<file path="src/rtl/fmscs_pkg.sv">
// Purpose: Shared constants and carriers for the FM scan control/status bank
// Assumes: 8-bit register port, byte offsets as printed, 20 MHz system clock
// Notes: Cycle counts for calibration and dwell are plain defaults
package fmscs_pkg;

  // Register offsets
  localparam logic [7:0] ADDR_SYSTEM = 8'h00;
  localparam logic [7:0] ADDR_THRESHOLD = 8'h01;
  localparam logic [7:0] ADDR_SNR = 8'h02;
  localparam logic [7:0] ADDR_RSSI = 8'h03;
  localparam logic [7:0] ADDR_STATE = 8'h04;

  // System register bit positions
  localparam int SYS_SWRST_BIT = 7;
  localparam int SYS_RECAL_BIT = 6;
  localparam int SYS_STNBY_BIT = 5;
  localparam int SYS_RXREQ_BIT = 4;
  localparam int SYS_SCANREQ_BIT = 1;
  localparam int SYS_SRC_BIT = 0;

  // Threshold/config register bit positions
  localparam int THR_INJ_BIT = 7;
  localparam int THR_IMG_BIT = 6;
  localparam int THR_LEVEL_W = 6;

  // State/flags register bit positions
  localparam int ST_FSM_LSB = 4;
  localparam int ST_FAIL_BIT = 3;
  localparam int ST_AGCSET_BIT = 2;
  localparam int ST_AGCERR_BIT = 1;
  localparam int ST_MONO_BIT = 0;

  // Values after reset
  localparam logic [7:0] SYSTEM_RESET = 8'h01;
  localparam logic [7:0] THRESHOLD_RESET = 8'h00;

  // Arithmetic offsets
  localparam logic [9:0] RSSI_OFFSET = 10'h02B;
  localparam logic [9:0] THR_OFFSET = 10'h00A;
  localparam logic [16:0] BASE_FREQ_KHZ = 17'h0EA60;
  localparam logic [6:0] STEP_KHZ = 7'h32;

  // Reported state codes
  localparam logic [2:0] CODE_STANDBY = 3'h0;
  localparam logic [2:0] CODE_RESET = 3'h1;
  localparam logic [2:0] CODE_CAL = 3'h2;
  localparam logic [2:0] CODE_IDLE = 3'h3;
  localparam logic [2:0] CODE_PLLCAL = 3'h4;
  localparam logic [2:0] CODE_RECEIVE = 3'h5;
  localparam logic [2:0] CODE_RXSCAN = 3'h7;

  // Cycle counts
  localparam int CAL_CYCLES = 64;
  localparam int PLL_CYCLES = 16;
  localparam int DWELL_CYCLES = 8;

  typedef struct packed {
    logic [7:0] signal_to_noise_level;
    logic [7:0] rssi_raw;
    logic agc_settled;
    logic agc_error;
    logic mono_indicator;
  } fmscs_meas_t;

  typedef struct packed {
    logic [9:0] start_index;
    logic [9:0] stop_index;
    logic [1:0] fstep;
  } fmscs_scan_cfg_t;

endpackage : fmscs_pkg

</file>
<file path="src/rtl/fmscs_top.sv">
// Purpose: Scan control and receive status register bank of an FM receiver
// Assumes: Register port and measurement inputs are on the system clock
// Notes: Read data is registered, one cycle behind the address
//
// Notes on behaviour
// - Device clears scan request when scan ends
// - Source bit and scan request accepted together
// - Source zero: scanned channel; one: host index
// - Bit 7 selects sine or digital injection
// - Image bit: host value, or scan choice
// - Valid channel: dBuV above threshold minus ten
// - Signal-to-noise shown as read-only byte
// - Strength shown as raw RSSI minus 43
// - Three-bit top state code reported
// - Hit keeps channel, miss sets flag
// - AGC settled, AGC error, mono bits reported
// - Scan needs scan request plus receive request
// - Scan stops at first valid channel
// - Frequency is 60 MHz plus index times 50 kHz
`timescale 1ns/1ps
`default_nettype none
module fmscs_top #(
  parameter int CAL = fmscs_pkg::CAL_CYCLES,
  parameter int PLLCAL = fmscs_pkg::PLL_CYCLES,
  parameter int DWELL = fmscs_pkg::DWELL_CYCLES
) (
  input wire logic clk_sys_i,
  input wire logic sys_rst_i,
  input wire logic reg_wr_i,
  input wire logic [7:0] reg_addr_i,
  input wire logic [7:0] reg_wdata_i,
  output logic [7:0] reg_rdata_o,
  input wire logic [9:0] tuned_station_index_i,
  input wire fmscs_pkg::fmscs_scan_cfg_t scan_cfg_i,
  input wire fmscs_pkg::fmscs_meas_t meas_i,
  input wire logic image_pref_i,
  output logic [9:0] tuned_station_index_o,
  output logic [16:0] tuned_freq_khz_o,
  output logic reference_injection_type_o,
  output logic image_side_o,
  output logic [2:0] fsm_code_o
);
  typedef enum logic [2:0] {
    F_STANDBY, F_RESET, F_CAL, F_IDLE, F_PLLCAL, F_RECEIVE, F_RXSCAN
  } fmscs_fsm_t;

  fmscs_fsm_t fsm_r, fsm_nxt;
  logic [7:0] sys_r, sys_nxt;
  logic [7:0] thr_r, thr_nxt;
  logic [7:0] wait_r, wait_nxt;
  logic [7:0] rdata_r, rdata_nxt;
  logic [9:0] chan_r, chan_nxt;
  logic [16:0] freq_r, freq_nxt;
  logic [2:0] code;
  logic [7:0] rssi_dbuv;
  logic [7:0] thr_view;
  logic [7:0] state_view;
  logic scan_start, scan_abort, scan_busy, scan_done, scan_fail, scan_img;
  logic [9:0] scan_chan;
  logic wr_sys, wr_thr, soft_rst, restart;

  assign wr_sys = reg_wr_i && (reg_addr_i == fmscs_pkg::ADDR_SYSTEM);
  assign wr_thr = reg_wr_i && (reg_addr_i == fmscs_pkg::ADDR_THRESHOLD);
  assign soft_rst = wr_sys && reg_wdata_i[fmscs_pkg::SYS_SWRST_BIT];
  assign restart = soft_rst || (wr_sys && reg_wdata_i[fmscs_pkg::SYS_RECAL_BIT]); // Both restart

  // Scan starts only from pll calibration with both requests set
  assign scan_start = (fsm_r == F_PLLCAL) && (wait_r == 8'h00)
    && sys_r[fmscs_pkg::SYS_SCANREQ_BIT] && sys_r[fmscs_pkg::SYS_RXREQ_BIT];
  assign scan_abort = (fsm_r == F_RXSCAN) && (!sys_r[fmscs_pkg::SYS_RXREQ_BIT] || restart);

  // Host-visible registers; self-reset bits are never stored
  always_comb
  begin
    sys_nxt = sys_r;
    thr_nxt = thr_r;
    if (wr_sys)
    begin
      // Both source and scan request land in one write
      sys_nxt = reg_wdata_i;
      sys_nxt[fmscs_pkg::SYS_SWRST_BIT] = 1'b0;
      sys_nxt[fmscs_pkg::SYS_RECAL_BIT] = 1'b0;
    end
    else if (scan_done || scan_abort)
    begin
      // A host write in the same cycle wins over the self-clear
      sys_nxt[fmscs_pkg::SYS_SCANREQ_BIT] = 1'b0;
    end
    if (wr_thr)
    begin
      thr_nxt = reg_wdata_i;
    end
    if (soft_rst)
    begin
      sys_nxt = fmscs_pkg::SYSTEM_RESET;
      thr_nxt = fmscs_pkg::THRESHOLD_RESET;
    end
  end

  always_ff @(posedge clk_sys_i)
  begin
    if (sys_rst_i)
    begin
      sys_r <= fmscs_pkg::SYSTEM_RESET;
      thr_r <= fmscs_pkg::THRESHOLD_RESET;
    end
    else
    begin
      sys_r <= sys_nxt;
      thr_r <= thr_nxt;
    end
  end

  // Top state machine; standby wins unless receive is requested or a restart is written
  always_comb
  begin
    fsm_nxt = fsm_r;
    wait_nxt = (wait_r != 8'h00) ? wait_r - 8'h01 : 8'h00;
    case (fsm_r)
      F_STANDBY:
        if (!sys_r[fmscs_pkg::SYS_STNBY_BIT])
          fsm_nxt = F_IDLE;
      F_RESET:
      begin
        fsm_nxt = F_CAL;
        wait_nxt = 8'(CAL - 1);
      end
      F_CAL:
        if (wait_r == 8'h00)
          fsm_nxt = F_IDLE;
      F_IDLE:
        if (sys_r[fmscs_pkg::SYS_RXREQ_BIT])
        begin
          fsm_nxt = F_PLLCAL;
          wait_nxt = 8'(PLLCAL - 1);
        end
      F_PLLCAL:
        if (wait_r == 8'h00)
          fsm_nxt = scan_start ? F_RXSCAN : F_RECEIVE;
      F_RECEIVE:
        if (!sys_r[fmscs_pkg::SYS_RXREQ_BIT])
          fsm_nxt = F_IDLE;
        else if (sys_r[fmscs_pkg::SYS_SCANREQ_BIT])
        begin
          fsm_nxt = F_PLLCAL;
          wait_nxt = 8'(PLLCAL - 1);
        end
      F_RXSCAN:
        if (scan_abort)
          fsm_nxt = F_IDLE;
        else if (scan_done)
          fsm_nxt = F_RECEIVE;
      default:
        fsm_nxt = F_RESET;
    endcase
    if (sys_r[fmscs_pkg::SYS_STNBY_BIT] && !sys_r[fmscs_pkg::SYS_RXREQ_BIT])
      fsm_nxt = F_STANDBY;
    // Restart also aborts a running scan, so engine and state stay in step
    if (restart)
      fsm_nxt = F_RESET;
  end

  always_ff @(posedge clk_sys_i)
  begin
    if (sys_rst_i)
    begin
      fsm_r <= F_RESET;
      wait_r <= 8'h00;
    end
    else
    begin
      fsm_r <= fsm_nxt;
      wait_r <= wait_nxt;
    end
  end

  // State code as reported to the host
  always_comb
  begin
    case (fsm_r)
      F_STANDBY: code = fmscs_pkg::CODE_STANDBY;
      F_RESET: code = fmscs_pkg::CODE_RESET;
      F_CAL: code = fmscs_pkg::CODE_CAL;
      F_IDLE: code = fmscs_pkg::CODE_IDLE;
      F_PLLCAL: code = fmscs_pkg::CODE_PLLCAL;
      F_RECEIVE: code = fmscs_pkg::CODE_RECEIVE;
      F_RXSCAN: code = fmscs_pkg::CODE_RXSCAN;
      default: code = fmscs_pkg::CODE_RESET;
    endcase
  end

  fmscs_scan #(
    .DWELL(DWELL)
  ) u_scan (
    .clk_sys_i(clk_sys_i),
    .sys_rst_i(sys_rst_i),
    .start_i(scan_start),
    .abort_i(scan_abort),
    .cfg_i(scan_cfg_i),
    .rssi_raw_i(meas_i.rssi_raw),
    .threshold_i(thr_r[fmscs_pkg::THR_LEVEL_W-1:0]),
    .image_pref_i(image_pref_i),
    .busy_o(scan_busy),
    .done_o(scan_done),
    .fail_o(scan_fail),
    .chan_o(scan_chan),
    .image_o(scan_img)
  );

  // Read views; plain muxes so reads cannot disturb any state
  assign rssi_dbuv = meas_i.rssi_raw - fmscs_pkg::RSSI_OFFSET[7:0];
  always_comb
  begin
    thr_view = thr_r;
    if (!sys_r[fmscs_pkg::SYS_SRC_BIT])
    begin
      thr_view[fmscs_pkg::THR_IMG_BIT] = scan_img;
    end
    state_view = 8'h00;
    state_view[fmscs_pkg::ST_FSM_LSB +: 3] = code;
    state_view[fmscs_pkg::ST_FAIL_BIT] = scan_fail;
    state_view[fmscs_pkg::ST_AGCSET_BIT] = meas_i.agc_settled;
    state_view[fmscs_pkg::ST_AGCERR_BIT] = meas_i.agc_error;
    state_view[fmscs_pkg::ST_MONO_BIT] = meas_i.mono_indicator;
    case (reg_addr_i)
      fmscs_pkg::ADDR_SYSTEM: rdata_nxt = sys_r;
      fmscs_pkg::ADDR_THRESHOLD: rdata_nxt = thr_view;
      fmscs_pkg::ADDR_SNR: rdata_nxt = meas_i.signal_to_noise_level;
      fmscs_pkg::ADDR_RSSI: rdata_nxt = rssi_dbuv;
      fmscs_pkg::ADDR_STATE: rdata_nxt = state_view;
      default: rdata_nxt = 8'h00;
    endcase
    // Channel source and frequency in 50 kHz steps above 60 MHz
    chan_nxt = sys_r[fmscs_pkg::SYS_SRC_BIT] ? tuned_station_index_i : scan_chan;
    freq_nxt = fmscs_pkg::BASE_FREQ_KHZ + 17'(chan_r) * 17'(fmscs_pkg::STEP_KHZ);
  end

  always_ff @(posedge clk_sys_i)
  begin
    if (sys_rst_i)
    begin
      rdata_r <= 8'h00;
      chan_r <= 10'h000;
      freq_r <= fmscs_pkg::BASE_FREQ_KHZ;
    end
    else
    begin
      rdata_r <= rdata_nxt;
      chan_r <= chan_nxt;
      freq_r <= freq_nxt;
    end
  end

  assign reg_rdata_o = rdata_r;
  assign tuned_station_index_o = chan_r;
  assign tuned_freq_khz_o = freq_r;
  assign reference_injection_type_o = thr_r[fmscs_pkg::THR_INJ_BIT];
  assign image_side_o = thr_view[fmscs_pkg::THR_IMG_BIT];
  assign fsm_code_o = code;

  req_self_clear_a: assert property (@(posedge clk_sys_i) disable iff (sys_rst_i)
    (scan_done && !wr_sys) |=> !sys_r[fmscs_pkg::SYS_SCANREQ_BIT])
    else $error("scan request not cleared after scan end");
  scan_needs_rx_a: assert property (@(posedge clk_sys_i) disable iff (sys_rst_i)
    (fsm_r != F_RXSCAN) ##1 (fsm_r == F_RXSCAN) |-> $past(sys_r[fmscs_pkg::SYS_RXREQ_BIT]))
    else $error("scan entered without receive request");
  source_pick_a: assert property (@(posedge clk_sys_i) disable iff (sys_rst_i)
    ##1 $stable(sys_r[fmscs_pkg::SYS_SRC_BIT]) |-> (chan_r == ($past(sys_r[fmscs_pkg::SYS_SRC_BIT])
      ? $past(tuned_station_index_i) : $past(scan_chan))))
    else $error("tuned index from wrong source");
  freq_map_a: assert property (@(posedge clk_sys_i) disable iff (sys_rst_i)
    ##2 1'b1 |-> (freq_r == 17'(60000 + 50 * $past(chan_r))))
    else $error("frequency does not follow index");
  rssi_read_a: assert property (@(posedge clk_sys_i) disable iff (sys_rst_i)
    (reg_addr_i == fmscs_pkg::ADDR_RSSI) |=> (reg_rdata_o == 8'($past(meas_i.rssi_raw) - 8'd43)))
    else $error("strength read not raw minus 43");
  code_rx_a: assert property (@(posedge clk_sys_i) disable iff (sys_rst_i)
    (scan_busy |-> fsm_code_o == 3'h7) and ((fsm_r == F_RECEIVE) |-> fsm_code_o == 3'h5))
    else $error("state code mismatch");
  status_bits_a: assert property (@(posedge clk_sys_i) disable iff (sys_rst_i)
    (reg_addr_i == fmscs_pkg::ADDR_STATE) |=> (reg_rdata_o[2:0] == $past({meas_i.agc_settled,
      meas_i.agc_error, meas_i.mono_indicator})))
    else $error("status bits wrong");
  image_view_a: assert property (@(posedge clk_sys_i) disable iff (sys_rst_i)
    image_side_o == (sys_r[0] ? thr_r[6] : scan_img))
    else $error("image side view wrong");
  inject_a: assert property (@(posedge clk_sys_i) disable iff (sys_rst_i)
    wr_thr |=> (reference_injection_type_o == $past(reg_wdata_i[7])))
    else $error("injection bit not taken");
endmodule : fmscs_top
`default_nettype wire

</file>
<file path="src/rtl/fmscs_scan.sv">
// Purpose: Channel scan engine, stops at the first channel above threshold minus ten
// Assumes: Measurements settle within the dwell count after a retune
// Notes: Abort drops back to idle and masks done; an abort in the judge cycle still updates the result
`timescale 1ns/1ps
`default_nettype none
module fmscs_scan #(
  parameter int DWELL = fmscs_pkg::DWELL_CYCLES
) (
  input wire logic clk_sys_i,
  input wire logic sys_rst_i,
  input wire logic start_i,
  input wire logic abort_i,
  input wire fmscs_pkg::fmscs_scan_cfg_t cfg_i,
  input wire logic [7:0] rssi_raw_i,
  input wire logic [5:0] threshold_i,
  input wire logic image_pref_i,
  output logic busy_o,
  output logic done_o,
  output logic fail_o,
  output logic [9:0] chan_o,
  output logic image_o
);
  typedef enum logic [1:0] {S_IDLE, S_DWELL, S_JUDGE} fmscs_scan_state_t;

  fmscs_scan_state_t state_r, state_nxt;
  logic [7:0] cnt_r, cnt_nxt;
  logic [9:0] chan_r, chan_nxt;
  logic fail_r, fail_nxt;
  logic img_r, img_nxt;
  logic done_r, done_nxt;
  logic signed [9:0] dbuv_s;
  logic signed [9:0] floor_s;
  logic valid;
  logic [10:0] step;
  logic [10:0] sum;

  // Strength in dBuV against threshold less ten, signed to cover low levels
  assign dbuv_s = $signed({2'b00, rssi_raw_i}) - $signed(fmscs_pkg::RSSI_OFFSET);
  assign floor_s = $signed({4'b0000, threshold_i}) - $signed(fmscs_pkg::THR_OFFSET);
  assign valid = dbuv_s > floor_s;
  // Reserved step code falls back to 100 kHz
  assign step = (cfg_i.fstep == 2'h0) ? 11'h001 : (cfg_i.fstep == 2'h2) ? 11'h004 : 11'h002;
  assign sum = {1'b0, chan_r} + step;

  // Next-state logic of the scan walk
  always_comb
  begin
    state_nxt = state_r;
    cnt_nxt = cnt_r;
    chan_nxt = chan_r;
    fail_nxt = fail_r;
    img_nxt = img_r;
    done_nxt = 1'b0;
    case (state_r)
      S_IDLE:
      begin
        if (start_i)
        begin
          chan_nxt = cfg_i.start_index;
          cnt_nxt = 8'h00;
          state_nxt = S_DWELL;
        end
      end
      S_DWELL:
      begin
        cnt_nxt = cnt_r + 8'h01;
        if (cnt_r == 8'(DWELL - 1))
        begin
          state_nxt = S_JUDGE;
        end
      end
      S_JUDGE:
      begin
        cnt_nxt = 8'h00;
        if (valid)
        begin
          // First hit wins, no search for the best
          fail_nxt = 1'b0;
          img_nxt = image_pref_i;
          done_nxt = 1'b1;
          state_nxt = S_IDLE;
        end
        else if (chan_r >= cfg_i.stop_index || sum > {1'b0, cfg_i.stop_index})
        begin
          chan_nxt = cfg_i.stop_index;
          fail_nxt = 1'b1;
          done_nxt = 1'b1;
          state_nxt = S_IDLE;
        end
        else
        begin
          chan_nxt = sum[9:0];
          state_nxt = S_DWELL;
        end
      end
      default:
      begin
        state_nxt = S_IDLE;
      end
    endcase
    if (abort_i)
    begin
      state_nxt = S_IDLE;
      done_nxt = 1'b0;
    end
  end

  // Scan registers
  always_ff @(posedge clk_sys_i)
  begin
    if (sys_rst_i)
    begin
      state_r <= S_IDLE;
      cnt_r <= 8'h00;
      chan_r <= 10'h000;
      fail_r <= 1'b0;
      img_r <= 1'b0;
      done_r <= 1'b0;
    end
    else
    begin
      state_r <= state_nxt;
      cnt_r <= cnt_nxt;
      chan_r <= chan_nxt;
      fail_r <= fail_nxt;
      img_r <= img_nxt;
      done_r <= done_nxt;
    end
  end

  assign busy_o = (state_r != S_IDLE);
  assign done_o = done_r;
  assign fail_o = fail_r;
  assign chan_o = chan_r;
  assign image_o = img_r;

  hit_stops_a: assert property (@(posedge clk_sys_i) disable iff (sys_rst_i)
    (state_r == S_JUDGE && valid && !abort_i) |=> (state_r == S_IDLE && done_r && !fail_r))
    else $error("scan did not stop on first valid channel");
  miss_at_end_a: assert property (@(posedge clk_sys_i) disable iff (sys_rst_i)
    (done_r && fail_r) |-> (chan_r == cfg_i.stop_index))
    else $error("failed scan not parked at stop index");
endmodule : fmscs_scan
`default_nettype wire

</file>
<file path="config.mk">
export PLATFORM = sky130hd
export DESIGN_NAME = fmscs_top
export DESIGN_NICKNAME = d
export VERILOG_FILES = /design/src/rtl/fmscs_pkg.sv /design/src/rtl/fmscs_top.sv /design/src/rtl/fmscs_scan.sv
export SDC_FILE = /design/constraint.sdc
export NUM_CORES = 1
export LEC_CHECK = 0
export BUFFER_PORTS_ARGS = -buffer_cell sky130_fd_sc_hd__buf_2
export CAP_MARGIN = 30
export CORE_ASPECT_RATIO = 2
export CORE_MARGIN = 10
export CORE_UTILIZATION = 45
export DETAILED_ROUTE_END_ITERATION = 10
export PLACE_DENSITY = 0.67
export SETUP_SLACK_MARGIN = 0.05
export SYNTH_ARGS = -nofsm -noshare
export SYNTH_HDL_FRONTEND = slang
export SYNTH_SLANG_ARGS = --single-unit
</file>
<file path="constraint.sdc">
create_clock -name clk_sys_i -period 9.66 [get_ports clk_sys_i]
set_clock_uncertainty 0.1 [all_clocks]
set_input_delay 1.932 -clock clk_sys_i [delete_from_list [all_inputs] [get_ports clk_sys_i]]
set_output_delay 1.932 -clock clk_sys_i [all_outputs]
set_load 0.01 [all_outputs]
</file>
==> summary.md <==
| Metric | Value |
|---|---|
| Worst EP required | `9.84 ns` |
| CTS root buffer | `clkbuf_16` |
| Vias in the first global route | `about 5,800` |
| Syn avg cell area | `8.46 um2` |
| Most used DFF post-synth | `dfxtp_1` |
| Largest family of logic cells by synthesized area | `compound AO/OA/AOI/OAI gates` |
| Post-synth EDFFs | `0` |
| Die Width | `101 um` |
| Synth Area in Compound Gates | `0.193` |
| Worst Path Max Fanout | `10` |
| Critical path's slowest cell | `nor3_1` |
| Overall power | `1.04 mW` |
| Worst-case clock buffer depth | `2` |
| PD cells | `153 mW/mm2` |
| Filler Cell Count | `1,234` |
| R2r setup slk | `5.53 ns` |
| GRT overflow | `0` |
| Reg2Reg Launch Point | `u_scan.chan_o[0]` |
| Remaining DRCs | `0` |
| Synth cell types | `76` |
| # IOs | `111` |
| Hold WC Path Type | `reg -> reg` |
| RSZ-0062 raised after global routing | `no` |
| Final nets | `between 900 and 1,000` |
| Post-synthesis async set-or-reset flop share | `0` |
| Diode count | `0` |
| Final count of hold timing violations | `0` |
| Dpl hpwl | `around 14,000 um` |
| Hold_buf cts | `0` |
| Multiplexer share of the synthesized area | `0.0472` |
| Site row count | `59` |
| LEAKAGE | `about 3.1 nW` |
| Mean number of vias per cell | `5.83` |
| Total number of yosys warnings | `0` |
| Status | `finished, final reports clean` |
| Maximum number of pins on one net before global-route repair | `between 40 and 50` |
| Setup TNS | `0 ns` |
| Fmax achieved | `182 MHz` |
| WL/cell | `18.3 um` |
| CTS tree | `done` |
| Initial DRT Pass Iterations | `5` |
| Crit path cell chain | `buf_2, nor2_1, ha_1, fa_1, a21oi_1, nor3_1, nand3_1, xnor2_1, ha_1, a21o_1, a211oi_1, a31o_2, o2111ai_1, buf_4, or3b_2, a21oi_1` |
| Setup bufs post-CTS | `0` |
| Critical path class | `in -> reg` |
| Flops & latches, synth | `82` |
| Num CTS Buffers | `9` |
| Synthesized netlist cell count | `698` |
| Synth Net Count | `~850` |
| Post_cts resized | `0` |
| Worst setup startpoint | `scan_cfg_i[0]` |
| Slew HR | `0.425` |
| Post-Syn Area | `0.00591 mm2` |
| Reg2reg end | `u_scan.state_r[0]` |
| Max Transition Viols Final | `0` |
| Crit path DAT | `5.67 ns` |
| Final setup fails | `0` |
| Ratio of cells with drive above 1 in the final layout | `0.194` |
| Hold Slack | `roughly 0.37 ns` |
| Synth-to-layout area growth | `14.6%` |
| Worst R2R Path Depth | `14` |
| Peak supply drop | `0.127 mV` |
| Reg clk slew, reported paths | `0.06 ns` |
| DR iter-0 viols | `~210` |
| Placer Congestion | `0.969` |
| Worst Setup End Kind | `flip-flop` |
| Fin crit share | `0.568` |
| Crit path to | `u_scan.state_r[0]` |
| H-tree depth | `3` |
| Core region area | `0.0129 mm2` |
| Clock latency on the worst-skew pair | `0.34 ns` |
| Crit path largest cell delay | `0.48 ns` |
| Global-route wire length before repair | `27,800 um` |
| Initial antenna violation count | `0` |
| Worst slew pin tran | `0.861 ns` |
| Die area | `0.0184 mm2` |
| Initial Utilization | `0.457` |
| Max-Cap Viols | `0` |
| Crit path launch type | `input port` |
| Synth Area in Simple Gates | `0.187` |
| Clk sinks | `82` |
| Clock period minus worst slack | `5.49 ns` |
| XOR/XNOR Fraction of Synth Area | `0.0578` |
| Routed wire length | `17,400 um` |
| Post-DRT Antenna Nets | `0` |
| Chip height | `182 um` |
| Routed via count | `5,543` |
| Post-synthesis adder-cell area fraction | `0.173` |
| Total Routing Usage GR | `0.186` |
| Seq/Total Area, Yosys | `0.278` |
| Input/output buffers | `109` |
-- cells in the final DEF (no fill, tap or decap), drive strengths merged, types with 11 or more instances in the layout --
| master | n |
|---|---|
| ha | 72 |
| nor2b | 12 |
| nor2 | 60 |
| nand2 | 58 |
| clkbuf | 11 |
| xnor2 | 22 |
| xor2 | 17 |
| a21oi | 57 |
| nand3 | 24 |
| o21ai | 35 |
| dfxtp | 82 |
| buf | 113 |
| mux2i | 20 |
| inv | 52 |
-- final cells by class --
class | count | area [um2] | area share
inverter | 53 | 199 | 0.0294
clock inverter | 4 | 28.8 | 0.00425
tap | 152 | 190 | 0.0281
multi-input combinational | 536 | 3890 | 0.575
timing repair buffer | 113 | 576 | 0.0851
clock buffer | 11 | 243 | 0.0359
sequential | 82 | 1640 | 0.243
-- how the worst min path moves through the flow --
| stage | start | to | slack, ns | cells past startpoint |
|---|---|---|---|---|
| 2_1_floorplan | thr_r[6] | thr_r[6] | 0.33 | 2 |
| 5_1_grt | sys_r[2] | sys_r[2] | 0.39 | 2 |
| 6_report | sys_r[2] | sys_r[2] | 0.37 | 2 |
| 3_5_place_dp | sys_r[3] | sys_r[3] | 0.36 | 2 |
| 3_3_place_gp | thr_r[6] | thr_r[6] | 0.34 | 2 |
| 4_1_cts | sys_r[3] | sys_r[3] | 0.36 | 2 |
-- per-layer routing --
layer  up-vias  share of wire  global-route usage
met2       199           0.55               0.352
met3        53          0.060              0.0380
met1      2611           0.34               0.170
li1       2680              -                   -
met5         -              0                   0
met4         0          0.049               0.114
-- cells in the mapped netlist, types with 4 or more instances --
cell type | number | area share
nor2b_1 | 12 | 0.013
o211ai_1 | 5 | 0.0064
xor2_1 | 17 | 0.025
o21ai_0 | 32 | 0.027
o21a_1 | 7 | 0.0089
nor3b_1 | 7 | 0.0089
or2_2 | 5 | 0.0053
fa_1 | 6 | 0.020
mux2_2 | 7 | 0.013
clkbuf_1 | 9 | 0.0057
nand3_1 | 24 | 0.020
nor3_1 | 6 | 0.0051
nand2_1 | 57 | 0.036
nor2_1 | 60 | 0.038
a211o_1 | 7 | 0.010
a21oi_1 | 57 | 0.048
mux2i_1 | 20 | 0.034
o2111ai_1 | 4 | 0.0059
a31oi_1 | 8 | 0.0085
a211oi_1 | 5 | 0.0064
nand4_1 | 7 | 0.0074
xnor2_1 | 22 | 0.033
inv_1 | 50 | 0.032
ha_1 | 72 | 0.15
nand2b_1 | 4 | 0.0042
a22oi_1 | 5 | 0.0064
dfxtp_1 | 82 | 0.28
a21o_1 | 7 | 0.0089
nand3b_1 | 6 | 0.0076
buf_4 | 6 | 0.0076
buf_6 | 4 | 0.0076
-- sequential cells by signal, indices dropped and copies added (netlist names) --
signal,count
u_scan.cnt_r,8
u_scan.image_o,1
thr_r,8
tuned_freq_khz_o,16
sys_r,6
u_scan.state_r,2
reg_rdata_o,8
fsm_r,3
u_scan.chan_o,10
wait_r,8
u_scan.fail_o,1
tuned_station_index_o,10
u_scan.done_o,1
-- logic make-up after synthesis --
family / after synthesis
fa+ha+maj: 78
simple gates: 216
mux: 27
buf+inv: 80
xor+xnor: 39
flops: 82
compound gates: 175
other cells: 1
-- metrics by stage --
step	instances	instance area (um2)	utilization	setup WS, ns
2_1_floorplan	698	5910	-	4.86
3_3_place_gp	935	6490	0.502	3.94
3_5_place_dp	936	6490	0.503	3.88
4_1_cts	951	6770	0.524	4.22
5_1_grt	951	6770	0.524	3.91
6_report	951	6770	0.524	4.17
-- critical path: cells and delay by family --
family,cells,cell delay (ns)
buffers and inverters,2,0.44
adder cells (fa/ha/maj),3,0.72
AND/OR/NAND/NOR,4,1.19
AO/OA/AOI/OAI,6,1.14
XOR/XNOR,1,0.24
-- power breakdown --
group	internal (mW)	switching [mW]	leakage (nW)
Clock	0.180	0.136	0.128
Combinational	0.136	0.173	2.34
Sequential	0.376	0.0365	0.670
Total	0.692	0.346	3.14
No activity file was read; power rests on OpenSTA's default activity.
